===== config.mk =====
export PLATFORM = sky130hd
export DESIGN_NAME = mifc_top
export DESIGN_NICKNAME = d
export VERILOG_FILES = /design/src/mifc_pkg.sv /design/src/mifc_top.sv /design/src/mifc_sync_edge.sv /design/src/mifc_flag_bank.sv
export SDC_FILE = /design/constraint.sdc
export NUM_CORES = 1
export LEC_CHECK = 0
export BUFFER_PORTS_ARGS = -buffer_cell sky130_fd_sc_hd__buf_2
export CAP_MARGIN = 20
export CORE_ASPECT_RATIO = 0.9
export CORE_MARGIN = 2
export CORE_UTILIZATION = 57
export CTS_CLUSTER_SIZE = 16
export DETAILED_ROUTE_END_ITERATION = 8
export PLACE_DENSITY = 0.93
export SLEW_MARGIN = 10
export SYNTH_ARGS = -nofsm -noshare
export SYNTH_HDL_FRONTEND = slang
export SYNTH_SLANG_ARGS = --single-unit

===== constraint.sdc =====
create_clock -name ref_clk -period 6.1 [get_ports ref_clk]
set_input_delay 0.305 -clock ref_clk [delete_from_list [all_inputs] [get_ports ref_clk]]
set_output_delay 0.305 -clock ref_clk [all_outputs]
set_load 0.05 [all_outputs]

===== src/mifc_pkg.sv =====
// Constants and register map of the maskable interrupt flag collector.
package mifc_pkg;
    localparam int         NUM_SRC   = 12;
    localparam int         BANK_W    = 4;
    localparam int         NUM_BANK  = 3;
    localparam int         ADDR_W    = 8;
    localparam int         DATA_W    = 32;
    // Byte addresses of the word registers
    localparam logic [7:0] OFS_PORT_FLAGS = 8'h00;
    localparam logic [7:0] OFS_TIME_FLAGS = 8'h04;
    localparam logic [7:0] OFS_PERI_FLAGS = 8'h08;
    localparam logic [7:0] OFS_PORT_MASKS = 8'h0C;
    localparam logic [7:0] OFS_TIME_MASKS = 8'h10;
    localparam logic [7:0] OFS_PERI_MASKS = 8'h14;
    localparam logic [7:0] OFS_SYS_CTRL   = 8'h18;
    // Bank indices
    localparam int         BANK_PORT = 0;
    localparam int         BANK_TIME = 1;
    localparam int         BANK_PERI = 2;
    // Fields of system_control_one
    localparam int         GIE_BIT   = 0;
    localparam int         IRQ_BIT   = 1;
    // Source positions inside the request vector (bank * 4 + bit)
    localparam int         SRC_PORT_PIN0   = 0;
    localparam int         SRC_PORT_PIN3   = 3;
    localparam int         SRC_MELODY      = 4;
    localparam int         SRC_BLINK       = 5;
    localparam int         SRC_FAST_TICK   = 6;
    localparam int         SRC_ONE_HERTZ   = 7;
    localparam int         SRC_CNT_COMPARE = 8;
    localparam int         SRC_CNT_ZERO    = 9;
    localparam int         SRC_MILLISEC    = 10;
    localparam int         SRC_SERIAL      = 11;
    // Reset values
    localparam logic [3:0]  RST_NIBBLE = 4'h0;
    localparam logic [31:0] RST_WORD   = 32'h0000_0000;
endpackage


===== src/mifc_top.sv =====
// Interrupt flag collector top: request capture, masks, global enable and APB slave.
//
// The APB register port and the placing of the registers were decided locally.
`timescale 1ns/1ps
module mifc_top #(
    parameter int NUM_SOURCES = mifc_pkg::NUM_SRC
) (
    // Clock and reset
    input  wire logic                          ref_clk,
    input  wire logic                          sys_rst,
    // Peripheral request levels, bank * 4 + bit
    input  wire logic [mifc_pkg::NUM_SRC-1:0]  src_req,
    // CPU core
    input  wire logic                          cpu_halt,
    output logic                               cpu_irq,
    // APB slave
    input  wire logic                          psel,
    input  wire logic                          penable,
    input  wire logic                          pwrite,
    input  wire logic [mifc_pkg::ADDR_W-1:0]   paddr,
    input  wire logic [mifc_pkg::DATA_W-1:0]   pwdata,
    input  wire logic [3:0]                    pstrb,
    output logic [mifc_pkg::DATA_W-1:0]        prdata,
    output logic                               pready,
    output logic                               pslverr
);
    import mifc_pkg::*;

    // The flag layout is fixed at three nibbles
    if (NUM_SOURCES != NUM_BANK * BANK_W) begin : g_check
        $error("mifc_top supports exactly twelve request sources");
    end

    typedef struct packed {
        logic [NUM_SRC-1:0] masks;
        logic               global_irq_enable;
        logic               halt_prev;
        logic               pready;
        logic [DATA_W-1:0]  prdata;
        logic               pslverr;
        logic               irq;
    } mifc_state_t;

    mifc_state_t        st;
    mifc_state_t        next_st;
    logic [NUM_SRC-1:0] rise;
    logic [NUM_SRC-1:0] flags;
    logic [NUM_SRC-1:0] flag_clear;
    logic               access;
    logic               commit;
    logic               wr_en;
    logic               hit;
    logic [BANK_W-1:0]  read_nibble;
    logic [DATA_W-1:0]  read_word;

    // One synchroniser per source; port pins arrive from outside the clock
    for (genvar i = 0; i < NUM_SRC; i++) begin : g_src
        mifc_sync_edge u_sync (
            .ref_clk   (ref_clk),
            .sys_rst   (sys_rst),
            .src_level (src_req[i]),
            .rise      (rise[i])
        );
    end

    // Banks: port pins, timebase, peripherals
    for (genvar b = 0; b < NUM_BANK; b++) begin : g_bank
        mifc_flag_bank u_bank (
            .ref_clk   (ref_clk),
            .sys_rst   (sys_rst),
            .set_pulse (rise[b*BANK_W +: BANK_W]),
            .mask      (st.masks[b*BANK_W +: BANK_W]),
            .clear     (flag_clear[b*BANK_W +: BANK_W]),
            .flags     (flags[b*BANK_W +: BANK_W])
        );
    end

    // APB phases: first access cycle loads the answer, second completes
    assign access = psel & penable;
    assign commit = access & st.pready;
    assign wr_en  = commit & pwrite & pstrb[0];

    // Read value and decode of the addressed register
    always_comb begin
        read_nibble = RST_NIBBLE;
        hit         = 1'b1;
        read_word   = RST_WORD;
        case (paddr)
            OFS_PORT_FLAGS: read_nibble = flags[BANK_PORT*BANK_W +: BANK_W];
            OFS_TIME_FLAGS: read_nibble = flags[BANK_TIME*BANK_W +: BANK_W];
            OFS_PERI_FLAGS: read_nibble = flags[BANK_PERI*BANK_W +: BANK_W];
            OFS_PORT_MASKS: read_nibble = st.masks[BANK_PORT*BANK_W +: BANK_W];
            OFS_TIME_MASKS: read_nibble = st.masks[BANK_TIME*BANK_W +: BANK_W];
            OFS_PERI_MASKS: read_nibble = st.masks[BANK_PERI*BANK_W +: BANK_W];
            OFS_SYS_CTRL: begin
                read_nibble[GIE_BIT] = st.global_irq_enable;
                read_nibble[IRQ_BIT] = st.irq;
            end
            default: hit = 1'b0;
        endcase
        read_word[BANK_W-1:0] = read_nibble;
    end

    // Clears: a read drops only the bits it actually returned, a write the bits set in pwdata, so an edge
    // that lands between loading the answer and completion is not lost
    always_comb begin
        flag_clear = '0;
        if (commit) begin
            case (paddr)
                OFS_PORT_FLAGS: begin
                    flag_clear[BANK_PORT*BANK_W +: BANK_W] =
                        pwrite ? (wr_en ? pwdata[BANK_W-1:0] : RST_NIBBLE)
                               : st.prdata[BANK_W-1:0];
                end
                OFS_TIME_FLAGS: begin
                    flag_clear[BANK_TIME*BANK_W +: BANK_W] =
                        pwrite ? (wr_en ? pwdata[BANK_W-1:0] : RST_NIBBLE)
                               : st.prdata[BANK_W-1:0];
                end
                OFS_PERI_FLAGS: begin
                    flag_clear[BANK_PERI*BANK_W +: BANK_W] =
                        pwrite ? (wr_en ? pwdata[BANK_W-1:0] : RST_NIBBLE)
                               : st.prdata[BANK_W-1:0];
                end
                default: flag_clear = '0;
            endcase
        end
    end

    always_comb begin
        next_st           = st;
        next_st.halt_prev = cpu_halt;

        // Bus answer
        if (access && !st.pready) begin
            next_st.pready  = 1'b1;
            next_st.prdata  = pwrite ? RST_WORD : read_word;
            next_st.pslverr = ~hit;
        end else if (commit) begin
            next_st.pready  = 1'b0;
            next_st.prdata  = RST_WORD;
            next_st.pslverr = 1'b0;
        end

        // Register writes
        if (wr_en) begin
            case (paddr)
                OFS_PORT_MASKS: next_st.masks[BANK_PORT*BANK_W +: BANK_W] = pwdata[BANK_W-1:0];
                OFS_TIME_MASKS: next_st.masks[BANK_TIME*BANK_W +: BANK_W] = pwdata[BANK_W-1:0];
                OFS_PERI_MASKS: next_st.masks[BANK_PERI*BANK_W +: BANK_W] = pwdata[BANK_W-1:0];
                OFS_SYS_CTRL:   next_st.global_irq_enable = pwdata[GIE_BIT];
                default:        next_st.masks = st.masks;
            endcase
        end

        // Halt entry overrides a software clear in the same cycle
        if (cpu_halt && !st.halt_prev) begin
            next_st.global_irq_enable = 1'b1;
        end

        // Flags stay held until cleared, so pending work re-raises the line
        next_st.irq = (|flags) & st.global_irq_enable;
    end

    always_ff @(posedge ref_clk or posedge sys_rst) begin
        if (sys_rst) begin
            st.masks             <= '0;
            st.global_irq_enable <= 1'b0;
            st.halt_prev         <= 1'b0;
            st.pready            <= 1'b0;
            st.prdata            <= RST_WORD;
            st.pslverr           <= 1'b0;
            st.irq               <= 1'b0;
        end else begin
            st <= next_st;
        end
    end

    assign cpu_irq = st.irq;
    assign prdata  = st.prdata;
    assign pready  = st.pready;
    assign pslverr = st.pslverr;
endmodule


===== src/mifc_sync_edge.sv =====
// Three-stage synchroniser with a rising edge detector for one request source.
`timescale 1ns/1ps
module mifc_sync_edge (
    // Clock and reset
    input  wire logic ref_clk,
    input  wire logic sys_rst,
    // Source and result
    input  wire logic src_level,
    output logic      rise
);
    typedef struct packed {
        logic s1;
        logic s2;
        logic s3;
        logic stable;
        logic rise;
    } mifc_sync_t;

    mifc_sync_t st;
    mifc_sync_t next_st;

    always_comb begin
        next_st    = st;
        next_st.s1 = src_level;
        next_st.s2 = st.s1;
        next_st.s3 = st.s2;
        // A change counts only once the last two stages agree
        if (st.s2 == st.s3) begin
            next_st.stable = st.s3;
        end
        next_st.rise = st.s2 & st.s3 & ~st.stable;
    end

    always_ff @(posedge ref_clk or posedge sys_rst) begin
        if (sys_rst) begin
            st <= '0;
        end else begin
            st <= next_st;
        end
    end

    assign rise = st.rise;
endmodule


===== src/mifc_flag_bank.sv =====
// One four-bit bank of edge-set, maskable request flags.
`timescale 1ns/1ps
module mifc_flag_bank
    import mifc_pkg::*;
(
    // Clock and reset
    input  wire logic              ref_clk,
    input  wire logic              sys_rst,
    // Events, masks and clears
    input  wire logic [BANK_W-1:0] set_pulse,
    input  wire logic [BANK_W-1:0] mask,
    input  wire logic [BANK_W-1:0] clear,
    // Stored flags
    output logic [BANK_W-1:0]      flags
);
    typedef struct packed {
        logic [BANK_W-1:0] flags;
    } mifc_bank_t;

    mifc_bank_t st;
    mifc_bank_t next_st;

    always_comb begin
        next_st = st;
        // Masked edges are stored whatever the global enable says
        next_st.flags = (st.flags & ~clear) | (set_pulse & mask);
    end

    always_ff @(posedge ref_clk or posedge sys_rst) begin
        if (sys_rst) begin
            st.flags <= RST_NIBBLE;
        end else begin
            st <= next_st;
        end
    end

    assign flags = st.flags;
endmodule


=== Word-level counts from Yosys, hierarchy flattened ===
Cells that the tools add are included.

* Word-level logic and storage cells: 173
* Memories kept: 0
* Bits in writable memories: 0
* Bits of input ports: 62
* Bits in read-only memories: 0
* Output and inout port bits: 35
* Register bits after elaboration: 121
* Latch bits: 0

* Order comparisons: 0
* Eq/ne operators: 18
* Add/sub/neg operators: 0
* Mux-type cells: 15
* Bitwise gates (word level): 54
* Multiply operators: 0
* Shift operators: 0
* Div/mod/pow operators: 0
* Reductions and logical operators: 14

{| class="wikitable"
|+ Operators with widths
! operator !! number
|-
| 34-bit 2-to-1 mux || 2
|-
| 1-bit AND || 29
|-
| 4-bit AND || 6
|-
| 8-bit by 5-bit equality test with 1-bit output (second input constant) || 3
|-
| 4-bit 2-to-1 mux || 6
|-
| 8-bit by 4-bit equality test with 1-bit output (second input constant) || 2
|-
| 2-bit case mux with 7 select lines || 1
|-
| 1-bit inverter || 13
|-
| 1-bit equality test || 12
|-
| 12-bit 2-to-1 mux || 1
|-
| 4-bit inverter || 3
|-
| 4-bit bitwise OR || 3
|-
| 2-bit case mux with 6 select lines || 1
|-
| 12-bit OR reduction || 1
|-
| 8-bit by 3-bit equality test with 1-bit output (second input constant) || 1
|-
| 8-bit logical NOT || 1
|-
| 2-bit AND reduction || 4
|-
| 7-bit OR reduction || 1
|-
| 2-bit nonzero test || 3
|-
| 1-bit 2-to-1 mux || 4
|-
| 1-bit logical AND || 2
|-
| 1-bit logical NOT || 2
|}

=== Depth between registers and ports, before layout ===
* Depth after elaboration: 11
* Mapped depth: 6

=== Hierarchy ===
Synthesis repeated with hierarchy kept, for this count alone.

* Cell total of the unflattened synthesis: 321
* Area total of the unflattened synthesis: 3991.3 um2

{| class="wikitable"
|+ Modules (own cells, without submodules)
! module !! instances !! area each (um2) !! cells each
|-
| mifc_sync_edge || 12 || 162.7 || 9
|-
| mifc_top || 1 || 1532.7 || 162
|-
| mifc_flag_bank || 3 || 168.9 || 17
|}

=== Least setup slack after synthesis ===
OpenSTA, ideal clock, no wires.

* Kind: register to register
* Start point: reg, netlist name pready
* End point: reg st[45] in the netlist's numbering
* Period minus slack after synthesis: 1.841 ns
* Setup slack: 4.259 ns
* Buffers on the path: 0
* Stages on the path, launching flop included: 5
* Data arrival time: 1.716 ns
* Setup time: 0.125 ns
* Path through: dfrtp_1 -> and3_4 -> and2_4 -> and4_4 -> mux2_4

* Cells in the longest elaborated chain, start to end: 4

{| class="wikitable"
|+ Ends and longest elaborated chain
! item !! line !! source
|-
| 1-bit AND || mifc_top.sv:80 || <nowiki>assign commit = access & st.pready;</nowiki>
|-
| 1-bit AND (2 in a row) || mifc_top.sv:81 || <nowiki>assign wr_en = commit & pwrite & pstrb[0];</nowiki>
|-
| 2-bit AND reduction (no source line) || - ||
|-
| to (signal assigned) || mifc_top.sv:175 || <nowiki>st <= next_st;</nowiki>
|-
| to (decl) || mifc_top.sv:44 || <nowiki>mifc_state_t st;</nowiki>
|}

Every way passes these cells.
A chain may end at the register's enable or synchronous reset.

=== Final worst setup path ===
* Start point: reg, netlist name pready
* End point: reg st[45] in the netlist's numbering

* Cells in the longest elaborated chain, start to end: 4

{| class="wikitable"
|+ Ends and longest elaborated chain
! item !! line
|-
| 1-bit AND || mifc_top.sv:80
|-
| 1-bit AND (2 in a row) || mifc_top.sv:81
|-
| 2-bit AND reduction (no source line) || -
|}

Every way passes these cells.

==> run_results.csv <==
group,metric,value,unit
run_status,run_status,"finished clean",
timing,worst_slew_pin_slew,0.791,ns
placed_design,dpl_worst_slack,4.40,ns
critical_path,reg_to_reg_critical_path_endpoint,"st[45]$_DFFE_PP0P_",
placed_design,post_dp_cell_area,0.00397,sq mm
floorplanning,die_area,0.00741,sq mm
synthesis,async_reset_ff_frac,1.00,
timing,finalSetupViolCount,0,
clock_network,ctsResizeCount,0,
placed_design,gp_congestion,0.924,
clock_network,cts_setup_buffers,0,
routing,final_antenna_net_count,0,
floorplanning,core_area,0.00655,sq mm
global_routing,first_global_vias,2193,
floorplanning,die_h,81.9,um
critical_path,crit_arrival,1.88,ns
layout,flow.area_growth_from_synthesis,8.47,%
clock_network,cts-buffers-inserted,9,
routing,detailedRoute.firstIterationViolations,144,
job,drv.max_cap_violation_count,0,
floorplanning,start_util,0.586,
power_and_ir_drop,cellLeakagePower,0.00194,uW
floorplanning,rows,28,
timing,setup_repair_after_global_routing_missed_its_margin,"false",
min_path,hold_depth,1,
global_routing,number_of_antenna_violations_at_the_first_check_in_global_routing,0,
critical_path,worst-setup-path-type,"reg2reg",
critical_path,path_max_fanout,6,
power_and_ir_drop,peakVddDrop,0.000227,V
critical_path,register_to_register_setup_slack,4.47,ns
global_routing,grt_util_all_layers,0.198,
clock_network,clock_latency,0.36,ns
clock_network,cts.root.buffer_cell,"clkbuf_8",
synthesis,count_of_unique_library_cells_instantiated_by_yosys,46,
clock_network,path_clk_slew,0.10,ns
global_routing,globalRoute.totalOverflow,0,
global_routing,grt_pass1_wl,10800,um
clock_network,tritoncts,"built",
routing,dr.pass1.iters,4,
placed_design,detailedPlacementHpwl,4580,um
clock_network,max-clock-path-buffers,2,
layout,layout_cells_sized_above_1,0.276,
timing,post-route-min-period,1.63,ns
synthesis,ys_seq_area_frac,0.606,
critical_path,crit_path_start_kind,"flip-flop",
placed_design,port-buffer-count,37,
critical_path,critical_path.endpoint_type,"flip-flop",
timing,final-max-slew-violation-count,0,
critical_path,r2r_cells,4,
timing,slew_headroom,0.472,
routing,route.detailed.vias_per_inst,5.18,
routing,drt_total_wl,6570,um
layout,nets,402,
timing,hold_viol_final,0,
synthesis,synthesis.area,0.00384,sq mm
critical_path,cp_slowest_stage_delay,0.46,ns
timing,final_critical_path_setup_slack,4.47,ns
critical_path,reg2reg_from,"pready$_DFFE_PP0P_",
min_path,worst_hold_path.endpoint,"g_src[9].u_sync.next_st[3]$_DFF_PP0_",
min_path,hp-start,"src_req[9]",
clock_network,clkSinkCount,93,
timing,clock-skew-final,0.0120,ns
floorplanning,fp.dieW,90.5,um
critical_path,crit_slowest_cell,"dfrtp_1",
critical_path,required,6.35,ns
layout,final_common_cell,"dfrtp_1",
min_path,hold_path_class,"in2reg",
clock_network,cts_htree_levels,3,
layout,antenna_cells_inserted,0,
floorplanning,num_io_pins,97,
synthesis,ys.flop_type,"dfrtp_1",
synthesis,ys.warnings.count,0,
routing,post-route-drc-count,0,
synthesis,edff_count_synth,0,
routing,routed_wire_length_per_instance,15.5,um
clock_network,hold_buffers,0,
layout,postLayoutCellArea,0.00416,sq mm
critical_path,critPathLaunch,"pready$_DFFE_PP0P_",
power_and_ir_drop,power_per_cell_area,290,mW/mm^2
timing,period_share,0.267,
global_routing,grt_max_degree,94,
timing,tns_setup,0,ns
critical_path,path_cells,"and3_4 -> and2_4 -> and4_4 -> mux2_4",
synthesis,synth_cells,287,
synthesis,syn_area_per_cell,13.4,sq um
timing,timing.fmax,0.614,GHz
routing,dr_total_vias,2191,
layout,final_cell_mix,"93 x dfrtp_1, 37 x buf_2, 31 x nand2_1",
synthesis,ys_ff_latch,93,
==> metrics by stage <==
stage / utilization / hold slack (ns) / instances / power, uW
2_1_floorplan: - / 0.331 / 314 / 811
3_3_place_gp: 0.606 / 0.332 / 407 / 825
3_5_place_dp: 0.606 / 0.337 / 407 / 832
4_1_cts: 0.635 / 0.0185 / 423 / 1220
5_1_grt: 0.636 / 0.00376 / 423 / 1270
6_report: 0.636 / 0.0381 / 423 / 1210
==> worst max-delay path by stage <==
| stage | end | slack [ns] | depth (start not counted) |
|---|---|---|---|
| after floorplan | cpu_irq$_DFF_PP0_ | 3.37 | 1 |
| after global placement | st[48]$_DFFE_PP0P_ | 4.40 | 5 |
| after CTS | st[45]$_DFFE_PP0P_ | 4.46 | 4 |
| after detailed placement | st[45]$_DFFE_PP0P_ | 4.40 | 5 |
| final | st[45]$_DFFE_PP0P_ | 4.47 | 4 |
| after global routing | st[48]$_DFFE_PP0P_ | 4.41 | 4 |
==> flip-flops by register name, indices dropped and copies added (netlist names) <==
register              count
cpu_irq                   1
g_src.u_sync.st          24
g_bank.u_bank.flags      12
pready                    1
pslverr                   1
g_src.u_sync.next_st     24
st                       14
prdata                    4
g_src.u_sync.rise        12
==> final cells by class <==
class	instances	area, sq um
Clock buffer	9	124
Sequential cell	93	2330
Multi-Input combinational cell	180	1310
Fill cell	533	2390
Tap cell	90	113
Clock inverter	7	68.8
Timing Repair Buffer	38	196
Inverter	6	23.8
==> per-layer routing <==
metal / global-route usage / vias to the layer above / routed length, um
li1: - / 1025 / -
met1: 0.246 / 1086 / 2870
met3: 0.0633 / 8 / 370
met4: 0.0692 / 0 / 69
met2: 0.333 / 72 / 3260
met5: 0 / - / 0
==> power by group <==
group	internal [uW]	leakage, uW	switching, uW
Combinational	42.4	0.000739	104
Clock	158	0.0000964	232
Sequential	652	0.00110	20.6
==> worst max-delay path, delay by kind of cell (launching register included) <==
kind          cells  cell delay, ns
flops             1            0.46
mux               1            0.32
simple gates      3            0.74
==> cell families (layout without fill, tap and decap cells) <==
kind of cell             Yosys count  count (layout)  share of synthesized area
AO/OA/AOI/OAI                     34              34                     0.0623
XOR/XNOR                           1               1                    0.00228
adder cells (fa/ha/maj)           12              12                     0.0391
buffers and inverters             41              60                     0.0786
flip-flops                        93              93                      0.606
multiplexers                      30              30                     0.0942
other                              1              28                   0.000977
AND/OR/NAND/NOR                   75              75                      0.116
==> cell usage after synthesis (2+ instances only) <==
| master | number | share of area |
|---|---|---|
| clkbuf_8 | 2 | 0.0072 |
| nor4_1 | 3 | 0.0049 |
| and3b_1 | 2 | 0.0046 |
| buf_4 | 32 | 0.063 |
| and4b_1 | 2 | 0.0052 |
| a32o_1 | 2 | 0.0052 |
| mux2_2 | 21 | 0.062 |
| dfrtp_1 | 93 | 0.61 |
| nand4_1 | 5 | 0.0081 |
| ha_1 | 12 | 0.039 |
| a32oi_1 | 4 | 0.0091 |
| o21ai_0 | 16 | 0.021 |
| nor2_1 | 4 | 0.0039 |
| and2b_1 | 2 | 0.0039 |
| mux2i_1 | 2 | 0.0052 |
| inv_1 | 6 | 0.0059 |
| mux2_1 | 2 | 0.0059 |
| a31oi_1 | 3 | 0.0049 |
| and2_4 | 2 | 0.0046 |
| nand2_1 | 31 | 0.030 |
| nor2b_1 | 13 | 0.021 |
| mux2_4 | 4 | 0.016 |
Power figures use the tool's default switching activity.
